**src/pkg/ptd_pkg.sv**
```systemverilog
// shared constants and types for the programmable tone divider
package ptd_pkg;

	////////////////////////////////////////////////////////////////////////////
	// register map, byte addresses on the plain register port
	localparam logic [7:0] PTD_ADDR_DIVIDER_CONTROL     = 8'h2e;
	localparam logic [7:0] PTD_ADDR_DIVIDER_COUNT_VALUE = 8'h2f;
	localparam int         PTD_ADDR_W                   = 8;
	localparam int         PTD_DATA_W                   = 8;

	////////////////////////////////////////////////////////////////////////////
	// divider_control field positions
	localparam int PTD_BIT_TONE_OUTPUT_ENABLE   = 4;
	localparam int PTD_BIT_PRESCALE_SELECT_LOW  = 5;
	localparam int PTD_BIT_PRESCALE_SELECT_HIGH = 6;
	localparam int PTD_BIT_SOURCE_CLOCK_SELECT  = 7;
	localparam int PTD_CTRL_LSB                 = 4;
	localparam logic [3:0] PTD_CTRL_UNUSED_READ = 4'h0;

	////////////////////////////////////////////////////////////////////////////
	// reset values
	localparam logic [3:0] PTD_CTRL_RESET  = 4'h0;
	localparam logic [7:0] PTD_COUNT_RESET = 8'h00;

	////////////////////////////////////////////////////////////////////////////
	// source rates in hertz
	localparam int PTD_CLK_HZ       = 100_000_000;
	localparam int PTD_SYS_FAST_HZ  = 3_580_000;
	localparam int PTD_FAST_DIV     = 4;
	localparam int PTD_FAST_SRC_HZ  = PTD_SYS_FAST_HZ / PTD_FAST_DIV;
	localparam int PTD_SLOW_SRC_HZ  = 32_768;
	localparam int PTD_PHASE_W      = 32;
	localparam int PTD_PRESCALE_W   = 3;

	////////////////////////////////////////////////////////////////////////////
	// prescaler ratios, values of the two select bits
	typedef enum logic [1:0] {
		PTD_PRES_DIV1 = 2'b00,
		PTD_PRES_DIV2 = 2'b01,
		PTD_PRES_DIV4 = 2'b10,
		PTD_PRES_DIV8 = 2'b11
	} ptd_pres_e;

	// stored upper nibble of divider_control
	typedef struct packed {
		logic      source_clock_select;
		ptd_pres_e prescale_select;
		logic      tone_output_enable;
	} ptd_ctrl_s;

	// one register port request
	typedef struct packed {
		logic [PTD_ADDR_W-1:0] addr;
		logic [PTD_DATA_W-1:0] wdata;
		logic                  wr;
		logic                  rd;
	} ptd_bus_req_s;

endpackage : ptd_pkg

```
**src/logic/ptd_divider.sv**
```systemverilog
// programmable tone divider: source pick, prescaler, reload counter, tone pin
//
// How it works
// - control bits 3..0 always read zero
// - enable bit drives tone; off holds pin low
// - bits 6,5 prescale by 1,2,4,8
// - bit 7 picks fast/4 or 32768 Hz source
// - 8-bit count register sets division value
// - count writes ignored while divider disabled
// - disabled divider clears count register
// - tone equals prescaler output over 2(N+1)
//
// The address-and-strobe port was left to the implementer.
`timescale 1ns/1ns

module ptd_divider #(
	parameter int CLK_HZ = ptd_pkg::PTD_CLK_HZ
) (
	input  wire logic                            clk,
	input  wire logic                            arst_n,
	input  wire ptd_pkg::ptd_bus_req_s           bus_req,
	output logic [ptd_pkg::PTD_DATA_W-1:0]       bus_rdata,
	output logic                                 tone_output_pin
);
	import ptd_pkg::*;

	////////////////////////////////////////////////////////////////////////////
	// elaboration checks: both sources need at least two clocks per period
	if (CLK_HZ < 2 * PTD_FAST_SRC_HZ) begin : g_bad_clk
		$error("clock rate too low for the fast tone source");
	end
	if (CLK_HZ >= 2 ** (PTD_PHASE_W - 2)) begin : g_bad_phase
		$error("clock rate too high for the phase accumulators");
	end

	localparam logic [PTD_PHASE_W-1:0] MODULUS  = PTD_PHASE_W'(CLK_HZ);
	localparam logic [PTD_PHASE_W-1:0] FAST_INC = PTD_PHASE_W'(PTD_FAST_SRC_HZ);
	localparam logic [PTD_PHASE_W-1:0] SLOW_INC = PTD_PHASE_W'(PTD_SLOW_SRC_HZ);

	ptd_ctrl_s                   ctrl;
	logic [7:0]                  count_value;
	logic [PTD_PHASE_W-1:0]      fast_phase;
	logic [PTD_PHASE_W-1:0]      slow_phase;
	logic [PTD_PHASE_W-1:0]      next_fast_phase;
	logic [PTD_PHASE_W-1:0]      next_slow_phase;
	logic                        fast_tick;
	logic                        slow_tick;
	logic                        src_tick;
	logic [PTD_PRESCALE_W-1:0]   presc_cnt;
	logic [PTD_PRESCALE_W-1:0]   presc_mask;
	logic                        pres_tick;
	logic [7:0]                  gen_cnt;
	logic                        reload;
	logic                        wr_ctrl;
	logic                        wr_count;
	logic                        rd_ctrl;
	logic                        rd_count;

	////////////////////////////////////////////////////////////////////////////
	// register port decode
	assign wr_ctrl  = bus_req.wr && (bus_req.addr == PTD_ADDR_DIVIDER_CONTROL);
	assign wr_count = bus_req.wr && (bus_req.addr == PTD_ADDR_DIVIDER_COUNT_VALUE);
	assign rd_ctrl  = bus_req.rd && (bus_req.addr == PTD_ADDR_DIVIDER_CONTROL);
	assign rd_count = bus_req.rd && (bus_req.addr == PTD_ADDR_DIVIDER_COUNT_VALUE);

	// control nibble, only the upper four bits are stored
	always_ff @(posedge clk or negedge arst_n) begin
		if (!arst_n) begin
			ctrl <= ptd_ctrl_s'(PTD_CTRL_RESET);
		end else if (wr_ctrl) begin
			ctrl <= ptd_ctrl_s'(bus_req.wdata[7:PTD_CTRL_LSB]);
		end
	end

	// count value: blocked and held at zero while the divider is off
	always_ff @(posedge clk or negedge arst_n) begin
		if (!arst_n) begin
			count_value <= PTD_COUNT_RESET;
		end else if (!ctrl.tone_output_enable) begin
			count_value <= PTD_COUNT_RESET;
		end else if (wr_ctrl && !bus_req.wdata[PTD_BIT_TONE_OUTPUT_ENABLE]) begin
			count_value <= PTD_COUNT_RESET;
		end else if (wr_count) begin
			count_value <= bus_req.wdata;
		end
	end

	// read data stands only in the cycle after the read strobe
	always_ff @(posedge clk or negedge arst_n) begin
		if (!arst_n) begin
			bus_rdata <= '0;
		end else if (rd_ctrl) begin
			bus_rdata <= {ctrl, PTD_CTRL_UNUSED_READ};
		end else if (rd_count) begin
			bus_rdata <= count_value;
		end else begin
			bus_rdata <= '0;
		end
	end

	////////////////////////////////////////////////////////////////////////////
	// source ticks: phase accumulators give exact average rates from clk
	always_comb begin
		next_fast_phase = fast_phase + FAST_INC;
		next_slow_phase = slow_phase + SLOW_INC;
	end

	assign fast_tick = (next_fast_phase >= MODULUS);
	assign slow_tick = (next_slow_phase >= MODULUS);

	// fast source accumulator
	always_ff @(posedge clk or negedge arst_n) begin
		if (!arst_n) begin
			fast_phase <= '0;
		end else if (fast_tick) begin
			fast_phase <= next_fast_phase - MODULUS;
		end else begin
			fast_phase <= next_fast_phase;
		end
	end

	// slow source accumulator
	always_ff @(posedge clk or negedge arst_n) begin
		if (!arst_n) begin
			slow_phase <= '0;
		end else if (slow_tick) begin
			slow_phase <= next_slow_phase - MODULUS;
		end else begin
			slow_phase <= next_slow_phase;
		end
	end

	// source pick
	assign src_tick = ctrl.source_clock_select ? fast_tick : slow_tick;

	////////////////////////////////////////////////////////////////////////////
	// prescaler: a tick leaves when the masked low bits are all ones
	always_comb begin
		case (ctrl.prescale_select)
			PTD_PRES_DIV1: presc_mask = 3'h0;
			PTD_PRES_DIV2: presc_mask = 3'h1;
			PTD_PRES_DIV4: presc_mask = 3'h3;
			PTD_PRES_DIV8: presc_mask = 3'h7;
			default:       presc_mask = 3'h0;
		endcase
	end

	assign pres_tick = src_tick && ((presc_cnt & presc_mask) == presc_mask);

	// prescaler counter, held at zero while disabled
	always_ff @(posedge clk or negedge arst_n) begin
		if (!arst_n) begin
			presc_cnt <= '0;
		end else if (!ctrl.tone_output_enable) begin
			presc_cnt <= '0;
		end else if (src_tick) begin
			presc_cnt <= presc_cnt + 3'h1;
		end
	end

	////////////////////////////////////////////////////////////////////////////
	// general counter: counts down from N, reload after N+1 prescaler ticks
	assign reload = pres_tick && (gen_cnt == 8'h00);

	always_ff @(posedge clk or negedge arst_n) begin
		if (!arst_n) begin
			gen_cnt <= 8'h00;
		end else if (!ctrl.tone_output_enable) begin
			gen_cnt <= 8'h00;
		end else if (reload) begin
			gen_cnt <= count_value;
		end else if (pres_tick) begin
			gen_cnt <= gen_cnt - 8'h01;
		end
	end

	// tone flop: toggles on each reload, low whenever disabled
	always_ff @(posedge clk or negedge arst_n) begin
		if (!arst_n) begin
			tone_output_pin <= 1'b0;
		end else if (!ctrl.tone_output_enable) begin
			tone_output_pin <= 1'b0;
		end else if (reload) begin
			tone_output_pin <= !tone_output_pin;
		end
	end

	////////////////////////////////////////////////////////////////////////////
	// assertions
	chk_unused_reads_zero: assert property (
		@(posedge clk) disable iff (!arst_n)
		rd_ctrl |=> (bus_rdata[3:0] == 4'h0)
	) else $error("unused control bits read non-zero");

	chk_off_pin_low: assert property (
		@(posedge clk) disable iff (!arst_n)
		(!ctrl.tone_output_enable && !wr_ctrl) |=> !tone_output_pin [*2]
	) else $error("tone pin not low while divider is off");

	chk_prescale_ratio: assert property (
		@(posedge clk) disable iff (!arst_n)
		pres_tick |-> src_tick
			&& (ctrl.prescale_select != PTD_PRES_DIV2 || presc_cnt[0])
			&& (ctrl.prescale_select != PTD_PRES_DIV4 || presc_cnt[1:0] == 2'h3)
			&& (ctrl.prescale_select != PTD_PRES_DIV8 || presc_cnt == 3'h7)
	) else $error("prescaler tick off its ratio");

	chk_div8_spacing: assert property (
		@(posedge clk) disable iff (!arst_n)
		(pres_tick && ctrl.prescale_select == PTD_PRES_DIV8
			&& ctrl.tone_output_enable)
		|=> (!pres_tick || ctrl.prescale_select != PTD_PRES_DIV8) [*8]
	) else $error("divide-by-eight prescaler ticked too soon");

	chk_slow_source: assert property (
		@(posedge clk) disable iff (!arst_n)
		(src_tick && !ctrl.source_clock_select) |-> slow_tick
	) else $error("slow source not selected");

	chk_count_write: assert property (
		@(posedge clk) disable iff (!arst_n)
		(wr_count && ctrl.tone_output_enable)
		|=> (count_value == $past(bus_req.wdata))
	) else $error("count write not stored while enabled");

	chk_write_blocked: assert property (
		@(posedge clk) disable iff (!arst_n)
		(wr_count && !ctrl.tone_output_enable) |=> (count_value == 8'h00)
	) else $error("count write taken while disabled");

	chk_off_clears_count: assert property (
		@(posedge clk) disable iff (!arst_n)
		(wr_ctrl && !bus_req.wdata[PTD_BIT_TONE_OUTPUT_ENABLE])
		|=> (count_value == 8'h00) [*2]
	) else $error("count not cleared on disable");

	chk_tone_toggles: assert property (
		@(posedge clk) disable iff (!arst_n)
		(reload && ctrl.tone_output_enable && !wr_ctrl)
		|=> (tone_output_pin != $past(tone_output_pin))
	) else $error("tone did not toggle on reload");

	chk_tone_steady: assert property (
		@(posedge clk) disable iff (!arst_n)
		(!reload && ctrl.tone_output_enable && !wr_ctrl) |=> $stable(tone_output_pin)
	) else $error("tone changed between reloads");

	chk_reload_value: assert property (
		@(posedge clk) disable iff (!arst_n)
		(reload && ctrl.tone_output_enable && !wr_ctrl)
		|=> (gen_cnt == $past(count_value))
	) else $error("counter did not reload the count value");

	// main scenarios
	cov_fast_div8: cover property (
		@(posedge clk) disable iff (!arst_n)
		reload && ctrl.source_clock_select && ctrl.prescale_select == PTD_PRES_DIV8
	);

	cov_slow_toggle: cover property (
		@(posedge clk) disable iff (!arst_n)
		reload && !ctrl.source_clock_select && tone_output_pin
	);

	cov_blocked_write: cover property (
		@(posedge clk) disable iff (!arst_n)
		wr_count && !ctrl.tone_output_enable
	);

	cov_disable_running: cover property (
		@(posedge clk) disable iff (!arst_n)
		tone_output_pin ##1 !ctrl.tone_output_enable
	);

endmodule : ptd_divider

```
**config.mk**
```make
export PLATFORM = sky130hd
export DESIGN_NAME = ptd_divider
export DESIGN_NICKNAME = d
export VERILOG_FILES = /design/src/pkg/ptd_pkg.sv /design/src/logic/ptd_divider.sv
export SDC_FILE = /design/constraint.sdc
export NUM_CORES = 1
export LEC_CHECK = 0
export ABC_AREA = 1
export BUFFER_PORTS_ARGS = -buffer_cell sky130_fd_sc_hd__clkbuf_2
export CORE_ASPECT_RATIO = 0.8
export CORE_UTILIZATION = 61
export CTS_BUF_LIST = sky130_fd_sc_hd__clkbuf_8 sky130_fd_sc_hd__clkbuf_16
export DETAILED_ROUTE_END_ITERATION = 10
export GPL_ROUTABILITY_DRIVEN = 0
export PLACE_DENSITY = 0.88
export SYNTH_ARGS = -nofsm -noshare
export SYNTH_HDL_FRONTEND = slang
export SYNTH_SLANG_ARGS = --single-unit
```
**constraint.sdc**
```tcl
create_clock -name clk -period 7 [get_ports clk]
set_clock_uncertainty 0.1 [all_clocks]
set_input_delay 1.05 -clock clk [delete_from_list [all_inputs] [get_ports clk]]
set_output_delay 1.05 -clock clk [all_outputs]
set_load 0.02 [all_outputs]
```
### After elaboration in Yosys (flattened, before gate mapping)

Cells that the tools add are included.
Widths: inputs -> output; s select.

| cells by class | value |
|---|---|
| add/sub/neg operators | 6 |
| multipliers | 0 |
| div/mod/pow operators | 0 |
| order comparisons | 2 |
| eq/ne operators | 10 |
| shift operators | 0 |
| multiplexer cells | 16 |
| bitwise gates (word level) | 1 |
| reduce and logical (&&, ||, !) cells | 11 |

Operators with widths:

| kind | count |
|---|---|
| $ge 32x27->1 const B | 2 |
| $mux 32 | 2 |
| $mux 8 | 8 |
| $sub 32x27->32 const B | 2 |
| $add 32x16->32 const B | 1 |
| $add 32x20->32 const B | 1 |
| $eq 8x6->1 const B | 2 |
| $pmux 3 s4 | 1 |
| $logic_not 8->1 | 1 |
| $sub 8x1->8 const B | 1 |
| $logic_and 1x1->1 | 7 |
| $mux 3 | 2 |
| $ne 3x1->1 const B | 2 |
| $eq 2x2->1 const B | 2 |
| $ne 2x1->1 const B | 2 |
| $add 3x1->3 const B | 1 |
| $and 3x3->3 | 1 |
| $eq 3x3->1 | 1 |
| $mux 1 | 3 |
| $eq 2x1->1 const B | 1 |
| $logic_not 1->1 | 2 |
| $logic_not 2->1 | 1 |

| word-level totals | value |
|---|---|
| register bits after elaboration | 96 |
| bits in latches | 0 |
| memory bits (writable) | 0 |
| memory bits (read-only) | 0 |
| bits of input ports | 20 |
| logic and storage cells | 56 |
| memories | 0 |

### Longest topological paths before layout

Gate-level depths: netlist (run 1).

| logic depth | value |
|---|---|
| depth in word-level cells | 8 |
| depth in mapped cells | 21 |

### Least setup slack after synthesis (run 1)

OpenSTA, ideal clock, no wires.

| timing | value |
|---|---|
| path kind | input to register |
| from | input port bus_req[11] in the netlist's numbering |
| to | register count_value[4] |
| setup time | 0.128 ns |
| data arrival time | 2.388 ns |
| path slack | 4.384 ns |
| stages | 8 |
| path buffers | 0 |
| cell sequence | inv_1 nor4_1 nand3b_1 nor2_1 inv_1 o21ai_1 nand3b_1 o31ai_1 |

| between the ends | value |
|---|---|
| cells in the longest elaborated chain, start to end | 5 |

Ends and longest elaborated chain:

| what | RTL line | text |
|---|---|---|
| start, declared | ptd_divider.sv:21 | `input wire ptd_pkg::ptd_bus_req_s bus_req,` |
| $eq 8x6->1 | ptd_divider.sv:61 | `assign wr_ctrl = bus_req.wr && (bus_req.addr == PTD_ADDR_DIVIDER_CONTROL);` |
| $logic_and 1x1->1 | ptd_divider.sv:61 |  |
| $logic_and 1x1->1 | ptd_divider.sv:81 | `end else if (wr_ctrl && !bus_req.wdata[PTD_BIT_TONE_OUTPUT_ENABLE]) begin` |
| $mux 8 | ptd_divider.sv:81 |  |
| $mux 8 | ptd_divider.sv:79 | `end else if (!ctrl.tone_output_enable) begin` |
| end signal, assigned | ptd_divider.sv:84 | `count_value <= bus_req.wdata;` |
| end, declared | ptd_divider.sv:41 | `logic [7:0] count_value;` |

Parallel ways exist; a longest one is shown, timed or not.
A chain may end at the register's enable or synchronous reset.

### Worst setup path in the final report (run 1)

| timing | value |
|---|---|
| from | register fast_phase[3] |
| to | register gen_cnt[2] |

| between the ends | value |
|---|---|
| cells in the longest elaborated chain, start to end | 7 |

Ends and longest elaborated chain:

| what | RTL line | text |
|---|---|---|
| start, declared | ptd_divider.sv:42 | `logic [PTD_PHASE_W-1:0] fast_phase;` |
| start signal, assigned | ptd_divider.sv:116 | `fast_phase <= next_fast_phase - MODULUS;` |
| start signal, assigned | ptd_divider.sv:118 | `fast_phase <= next_fast_phase;` |
| $add 32x20->32 (*) | ptd_divider.sv:104 | `next_fast_phase = fast_phase + FAST_INC;` |
| net next_fast_phase[3] | ptd_divider.sv:44 | `logic [PTD_PHASE_W-1:0] next_fast_phase;` |
| $ge 32x27->1 (*) | ptd_divider.sv:108 | `assign fast_tick = (next_fast_phase >= MODULUS);` |
| $mux 1 (*) | ptd_divider.sv:134 | `assign src_tick = ctrl.source_clock_select ? fast_tick : slow_tick;` |
| $logic_and 1x1->1 (*) | ptd_divider.sv:148 | `assign pres_tick = src_tick && ((presc_cnt & presc_mask) == presc_mask);` |
| $logic_and 1x1->1 | ptd_divider.sv:163 | `assign reload = pres_tick && (gen_cnt == 8'h00);` |
| $mux 8 | ptd_divider.sv:170 | `end else if (reload) begin` |
| $mux 8 | ptd_divider.sv:168 | `end else if (!ctrl.tone_output_enable) begin` |
| end signal, assigned | ptd_divider.sv:171 | `gen_cnt <= count_value;` |
| end signal, assigned | ptd_divider.sv:173 | `gen_cnt <= gen_cnt - 8'h01;` |
| end, declared | ptd_divider.sv:52 | `logic [7:0] gen_cnt;` |

Mark *: on every way through the listed nets, which the timed path passes. The rest lies on a longest branch.

==> results by stage, run 1 <==
Die:
- The cell row count is 32.
- The die span in x is 113 um.
- For this design the top-level I/O count stands at 29.
- The region available for standard cell placement spans 9650 um^2.
- The die covers 10300 um^2.
- The floorplan step set the die height to 91.2 um.
- For this configuration, the core starts out at a cell density of 62.9%.

STA:
- Setup repair after global routing left no endpoint under its margin.
- Subtracting the final worst setup slack from the clock period gives 3.16 ns.
- After routing, the total negative slack on setup checks comes to 0 ns.
- The final-report setup violation count is 0.
- The number of hold violations in the final report is 0.
- The tightest hold path in the finished design has a slack of 0.378 ns.
- The count of pins over their slew limit is 0.
- For the pin with the worst max-slew slack, the measured transition is 1.00 ns.
- Setup slack closes at 3.84 ns.
- The final period utilization is 45.1%.
- The worst pin sits at a relative slew slack of 33.3%.
- For this run, the top clock speed supported by timing is 316 MHz.

Clocking:
- The tree is rooted in a sky130_fd_sc_hd__clkbuf_16.
- The clock buffer count from CTS is 9.
- Clock latency on the worst-skew pair, taken at its later pin, is 0.35 ns.
- The H-tree generated during clock tree synthesis spans 3 levels.
- In this run, post-CTS hold repair placed 0 buffers.
- Clock tree synthesis found a total of 85 sinks.
- The clock edge transition at the registers on the reported setup and hold paths is 0.07 ns.
- TritonCTS built the clock tree.
- The number of gates resized after CTS was 0.
- After clock tree synthesis, the setup repair step added 0 buffers.
- The maximum buffer depth of the clock tree is 2.

GRT:
- The number of global-route vias before repair was 5176.
- Entering global routing, the biggest net connects 80 pins.
- Summed over all layers, the global routing overflow is 0.
- The number of antenna violations at the first check in global routing is 0.
- In the global route stage, overall resource usage came out at 29.1%.
- The global-route wire length before repair is 23.7 mm.

Layout:
- The net count reported at finish is 927.
- Compared with the post-synthesis result, the final layout area differs by 9.33%.
- The repair_antennas step left the layout with diodes totalling 0.
- Leaving out filler cells and counting taps, the final layout contains 1039.
- The leading cell type in the layout, fill and taps excluded is sky130_fd_sc_hd__nand2_1.
- In the final layout, the share of cells above drive strength 1 is 15.0%.
- The area of all placed cells without fillers is 6630 um^2.
- Leaving out fill and tap cells, the most frequent cells in the layout are sky130_fd_sc_hd__nand2_1 (248), sky130_fd_sc_hd__inv_1 (98), sky130_fd_sc_hd__nor2_1 (91).

Worst setup path:
- The worst setup path is launched from a flop.
- The start of the worst register-to-register path is fast_phase[3].
- The worst setup path startpoint is fast_phase[3].
- The maximum fanout along the worst path is 22.
- The worst setup path is of the reg2reg kind.
- The critical path endpoint category is a flop.
- The setup slack of the worst register-to-register path is 3.84 ns.
- The capturing element of the worst setup path is gen_cnt[2].
- Data on the critical path is required at its endpoint by 7.14 ns.
- The worst reg2reg path depth is 19.
- Data on the critical path arrives at its endpoint at 3.30 ns.
- The endpoint identified for the worst register-to-register timing path is gen_cnt[2].

Detailed routing:
- The number of nets with antenna violations after routing is 0.
- The total number of vias is 5512.
- After detailed routing, the number of remaining DRC violations is 0.
- The vias per cell is 5.31.
- Wires add up to 13.7 mm.
- The detail-routed net length per standard cell is 13.1 um.
- The initial DRC count is 371.
- For this run, the detailed router's first-pass iteration total came to 6.

Worst hold path:
- The startpoint identified for the worst hold timing path is gen_cnt[0].
- The worst hold path belongs to the class reg2reg.

Placement:
- Once placement completed, the tool counted placed cells totaling 1023.
- The HPWL after detailed placement is 10.4 mm.
- The count of buffers from port buffering is 28.
- The placed instance area is 6340 um^2.
- Timing analysis after detailed placement gives a worst setup slack of 3.92 ns.

Outcome:
- The flow ran to the end, and the final reports show no timing, DRC or antenna violations.

Synthesis:
- Of all flip-flops after synthesis, the portion carrying an async set or reset was 100%.
- Sequential elements use 35.1% of the synthesized area.
- The mean area per synthesized cell is 7.02 um^2.
- Counting flops with a built-in enable in the synthesized netlist gives 0.
- Ranked by total cell area, the synthesized netlist is headed by sky130_fd_sc_hd__dfrtp_1 (35%), sky130_fd_sc_hd__nand2_1 (15%), sky130_fd_sc_hd__xor2_1 (7.2%), sky130_fd_sc_hd__inv_1 (6.1%), sky130_fd_sc_hd__nand3_1 (6.0%).
- In the synthesized netlist the dominant register cell turns out to be sky130_fd_sc_hd__dfrtp_1.
- Yosys mapped the design onto 39 distinct sky130hd cell types.
- The share of synthesized area in the top cell type comes to 35.1%.
- Yosys printed 0 warnings.
- Synthesis handed over a netlist of 864 instances.
- The most area-hungry cell type in the Yosys netlist is sky130_fd_sc_hd__dfrtp_1.
- The number of synthesized register bits is 85.
- The synthesized net count is 893.
- The synthesized netlist occupies a cell area of 6060 um^2.

Power and ir drop:
- Across the VDD grid, the largest voltage drop is 131 uV.
- The total power per unit cell area is 150 nW/um^2.
- The leakage dissipation is 0.00324 uW.

Run:
- The reported max-cap violation count is 0.
worst min-delay path by stage:
stage,to,slack (ns),depth (start not counted)
CTS,gen_cnt[0],0.38,2
floorplan,gen_cnt[0],0.35,2
global route,fast_phase[29],0.40,1
finish,gen_cnt[0],0.38,2
detailed placement,gen_cnt[0],0.37,2
global placement,gen_cnt[0],0.37,2
per-stage QoR:
step                total power, uW  util [%]
global placement                534      65.7
finish                          992      68.7
detailed placement              535      65.7
global route                   1020      68.7
CTS                            1000      68.7
floorplan                       515         -
where the power goes:
part | switching (uW) | internal, uW
clock network | 218 | 249
registers | 2.44 | 492
logic | 22.3 | 7.99
total | 243 | 749
cells by family after synthesis:
family | Yosys count | share of synthesized area (%)
AO/OA/AOI/OAI | 53 | 4.83
XOR/XNOR | 62 | 8.95
adder cells (fa/ha/maj) | 9 | 1.86
buffers and inverters | 127 | 8.21
flip-flops | 85 | 35.1
multiplexers | 1 | 0.165
AND/OR/NAND/NOR | 527 | 40.9
cell usage after synthesis, types with 3 or more instances:
library cell / n
sky130_fd_sc_hd__clkinv_1: 4
sky130_fd_sc_hd__nand2_1: 248
sky130_fd_sc_hd__nor2_4: 7
sky130_fd_sc_hd__o21ai_1: 6
sky130_fd_sc_hd__nor2_2: 17
sky130_fd_sc_hd__nor4_1: 3
sky130_fd_sc_hd__o31ai_1: 3
sky130_fd_sc_hd__nand4_1: 26
sky130_fd_sc_hd__dfrtp_1: 85
sky130_fd_sc_hd__nand3b_1: 4
sky130_fd_sc_hd__a21oi_1: 16
sky130_fd_sc_hd__xnor2_1: 12
sky130_fd_sc_hd__xor2_1: 50
sky130_fd_sc_hd__inv_1: 98
sky130_fd_sc_hd__inv_2: 19
sky130_fd_sc_hd__o21ai_0: 21
sky130_fd_sc_hd__ha_1: 9
sky130_fd_sc_hd__o21bai_1: 3
sky130_fd_sc_hd__nand3_2: 10
sky130_fd_sc_hd__nor3_2: 4
sky130_fd_sc_hd__nor2_1: 91
sky130_fd_sc_hd__nand2_2: 26
sky130_fd_sc_hd__nor3_1: 10
sky130_fd_sc_hd__nand3_1: 73
registers in the layout, indices dropped and copies added (netlist names):
name and count:
presc_cnt 3, ctrl 4, count_value 8, bus_rdata 8, slow_phase 24, tone_output_pin 1
gen_cnt 8, fast_phase 29
metal layers:
| layer | share of wire, % | GRT usage (%) | wire, um | vias up |
|---|---|---|---|---|
| met4 | 2.1 | 9.87 | 286 | 0 |
| li1 | - | - | - | 2796 |
| met2 | 44 | 45.6 | 6040 | 193 |
| met3 | 5.7 | 5.27 | 785 | 28 |
| met1 | 48 | 40.5 | 6550 | 2495 |
| met5 | 0 | 0 | 0 | - |
area by class of cell:
class,instances,area (um^2)
fill,829,3020
timing repair buffer,29,150
clock buffer,9,225
multi-input combinational,652,3440
tap,136,170
inverter,121,454
sequential,85,2130
clock inverter,7,63.8
critical path, cell delays in order, from the launching register on:
cell and delay, ns:
sky130_fd_sc_hd__dfrtp_1 0.39, sky130_fd_sc_hd__inv_1 0.07, sky130_fd_sc_hd__ha_1 0.24, sky130_fd_sc_hd__nor2_4 0.19, sky130_fd_sc_hd__nand3_1 0.11, sky130_fd_sc_hd__xor2_1 0.26
sky130_fd_sc_hd__ha_1 0.26, sky130_fd_sc_hd__nand3_1 0.09, sky130_fd_sc_hd__nor2_1 0.21, sky130_fd_sc_hd__nor2_2 0.08, sky130_fd_sc_hd__nand2_1 0.07, sky130_fd_sc_hd__nand2_2 0.09
sky130_fd_sc_hd__nand3_4 0.10, sky130_fd_sc_hd__nand3_4 0.25, sky130_fd_sc_hd__nand2_2 0.16, sky130_fd_sc_hd__nand2_4 0.08, sky130_fd_sc_hd__nand3_2 0.10, sky130_fd_sc_hd__nor2_1 0.07
sky130_fd_sc_hd__nand2_1 0.07, sky130_fd_sc_hd__nand2_1 0.05
No activity file was read; power rests on OpenSTA's default activity.
==> run 2, diff against run 1 <==
Settings changed: CORE_UTILIZATION 61 to 57, PLACE_DENSITY 0.88 to 0.87.
Clock period 7 ns to 2.6 ns, I/O delays scaled along.
==> run 2 against run 1 <==
  * The flow now finishes with violations (negative setup slack)
  * Critical endpoint is now fast_phase[26]
  * Final area increased by 25%
  * Sequential power increased to 2.7 times the previous value
  * Maximum frequency increased by 5.6%
  * Largest power group unchanged
  * Cell count increased by 10%
  * Total power increased to 2.8 times the previous value
==> results by stage, run 2 (synthesis gave the netlist of run 1 again) <==
Die:
- The total core area is 10300 um^2 (+6.5%).
- The die span in x is 117 um (+3.4%).
- The cell row count was 33 (+3.1%).
- The number of placed I/O pins is 29 (unchanged).
- The initial cell density of the core is 59.0% (-3.9 points).
- The die boundary height is 94.3 um (+3.4%).
- The full die area is 11100 um^2 (+6.9%).

Layout:
- The library cell used most frequently in the layout, excluding fill and tap cells, is sky130_fd_sc_hd__nand2_1.
- The sequential standard cell area is 2140 um^2 (+0.76%).
- The share of the core filled with cells in the final layout is 80.8% (+12 points).
- The net count reported at finish is 1029 (+11%).
- The number of filler instances in the final layout was 543 (-34%).
- The layout cell share with drive strength beyond 1 is 38.9% (+24 points).
- The final cell count without fillers is 1145 (+10%).
- The total area of multi-input combinational cells is 4240 um^2 (+23%).
- The register ranked first by flip-flop count is fast_phase.
- The final antenna diode count is 0 (unchanged).
- The largest registers in the layout are fast_phase (29), slow_phase (24).
- In the layout the commonest cells are sky130_fd_sc_hd__nand2_1 (190), sky130_fd_sc_hd__inv_1 (90), sky130_fd_sc_hd__buf_4 (89).
- Relative to the synthesized area, the layout overhead comes to 37.0%.
- The number of flip-flops in the largest register is 29 (unchanged).

STA:
- Setup repair after global routing could not meet its margin everywhere.
- The clock period minus final worst setup slack is 2.99 ns (-0.168 ns).
- The achievable frequency is 334 MHz (+5.6%).
- The count of pins over their slew limit is 0 (unchanged).
- The final period utilization is 115% (+70 points).
- The final-report setup violation count is 53 (+53).
- The slew of the pin with the lowest slew margin was 1.05 ns (+0.0486 ns).
- The worst max-slew margin expressed relative to the limit is 29.7% (-3.6 points).
- The number of hold violations in the final report is 0 (unchanged).
- The worst path setup slack after routing came to -0.392 ns (-4.23 ns).

Detailed routing:
- The count of TritonRoute iterations in the first routing pass is 8 (+2).
- The vias per cell is 6.13 (+16%).
- The initial DRC count is 915 (+150%).
- The total wirelength of the detailed-routed design is 22.2 mm (+63%).
- The total number of vias was 7018 (+27%).
- The remaining routing DRC violations is 0 (unchanged).
- The detail-routed net length per standard cell is 19.4 um (+48%).
- The number of nets with antenna violations after routing is 0 (unchanged).

Power and ir drop:
- The leakage dissipation came to 0.00389 uW (+20%).
- The total power per unit cell area was 332 nW/um^2 (+120%).
- The maximum vdd ir drop came to 382 uV (+190%).
- The post-layout total power is 2760 uW (+180%).

Worst setup path:
- The start of the worst register-to-register path is fast_phase[11].
- The cell with the largest stage delay on the worst path is sky130_fd_sc_hd__dfrtp_2.
- The delay of the slowest cell on the worst path is 0.45 ns (+0.06 ns).
- The critical path required time was 2.77 ns (-4.37 ns).
- Counting stages on the worst path, the most repeated cell is sky130_fd_sc_hd__nand2_1.
- Walking the worst path, the cells encountered are inv_2 -> nand2_1 -> nor2_1 -> nand3_1 -> nand2_1 -> nand2_1 -> nand2_2 -> nor2_4 -> buf_4 -> o31ai_1 -> a22oi_1 -> o21ai_0 -> nand3_1 -> o21ai_0.
- The worst reg2reg path depth came to 14 (-5).
- The classification of the worst setup path is reg2reg.
- The maximum fanout along the worst path is 5 (-77%).
- The endpoint identified for the worst register-to-register timing path is fast_phase[26].
- The setup slack of the worst register-to-register path is -0.39 ns (-4.23 ns).
- STA classifies the critical path endpoint as a flop.
- The critical path arrival is 3.16 ns (-0.14 ns).
- STA classifies the critical path startpoint as a flop.

Clocking:
- The CTS tree is done.
- The maximum buffer depth of the clock tree was 2 (unchanged).
- The TritonCTS sink count was 85 (unchanged).
- The root buffer cell is sky130_fd_sc_hd__clkbuf_16.
- The clock buffer count from CTS is 9 (unchanged).
- The number of levels the H-tree was split into came to 3 (unchanged).
- The clock edge transition at the registers on the reported setup and hold paths was 0.08 ns (about the same).
- The clock latency on the worst-skew pair was 0.36 ns (about the same).

Worst hold path:
- For hold timing, the worst endpoint is ctrl[3].
- The class of the tightest hold or removal check is in2reg.
- The number of cells on the worst hold path is 3 (+1).
- In this run the most critical hold path is launched from bus_req[9].

GRT:
- The global-route wire length before repair is 27.4 mm (+16%).
- The total congestion overflow is 0 (unchanged).
- The global routing usage summed across all routing layers is 31.3% (+2.2 points).
- The number of antenna violations at the first check in global routing came to 0 (unchanged).
- The number of global-route vias before repair came to 5877 (+14%).
- The maximum number of pins on one net before global-route repair was 42 (-48%).

Placement:
- The number of placed instances with taps included came to 1080 (+5.6%).
- The count of buffers from port buffering is 28 (unchanged).
- The sum of net half-perimeters after detailed placement is 11.4 mm (+9.7%).

Outcome:
- The run finished, with violations left.
- The checks that failed: negative setup slack.

Run:
- The reported max-cap violation count is 0 (unchanged).
run 2: worst max path at each step:
stage	slack, ns	end	from	cells after the start
after floorplan	0.05	fast_phase[22]	fast_phase[3]	17
after global placement	-0.05	gen_cnt[2]	fast_phase[3]	19
after detailed placement	-0.11	gen_cnt[2]	fast_phase[3]	19
after CTS	-0.07	gen_cnt[3]	fast_phase[4]	18
after global routing	-0.43	gen_cnt[3]	fast_phase[12]	17
final	-0.39	fast_phase[26]	fast_phase[11]	14
run 2: routing by layer:
layer / share of wire, % / vias up / global-route usage, %
met4: 8.5 / 0 / 12.0
met1: 36 / 3222 / 40.3
met5: 0 / - / 0
li1: - / 3008 / -
met3: 9.9 / 193 / 5.76
met2: 46 / 595 / 52.4
run 2: repair_timing:
action                                 4_1_cts  5_1_grt
setup endpoints to repair                   28       58
gates cloned                                 0        1
gates resized for setup                     40      193
pin swaps                                   20       69
hold buffers                                 1        0
endpoints found under the hold margin       37        0
buffers inserted                             9       39
run 2: power by group:
group / switching [uW] / leakage, uW / internal, uW
Clock: 626 / 0.000144 / 682
Combinational: 81.9 / 0.00265 / 37.4
Sequential: 8.45 / 0.00110 / 1320
Total: 716 / 0.00389 / 2040
run 2: area by class of cell:
cell class / instances / area share, %
Clock buffer: 9 / 2.71
Clock inverter: 7 / 0.934
Multi-Input combinational cell: 652 / 51.0
Timing Repair Buffer: 131 / 11.9
Sequential cell: 85 / 25.8
Inverter: 121 / 5.59
Tap cell: 140 / 2.11
run 2: through the flow:
step	area (um^2)	worst slack, ns	setup TNS, ns	hold WS [ns]
finish	8310	-0.392	-7.13	0.162
global route	8310	-0.433	-13.89	0.187
CTS	7290	-0.0738	-0.279	0.166
detailed placement	6740	-0.106	-1.03	0.296
global placement	6740	-0.0489	-0.173	0.295
floorplan	6060	0.0500	0	-0.00559
run 2: worst max-delay path, delay by kind of cell (launching register included):
family,cells,cell delay (ns)
AO/OA/AOI/OAI,4,1.03
buffers and inverters,2,0.23
flip-flops,1,0.45
AND/OR/NAND/NOR,8,1.09
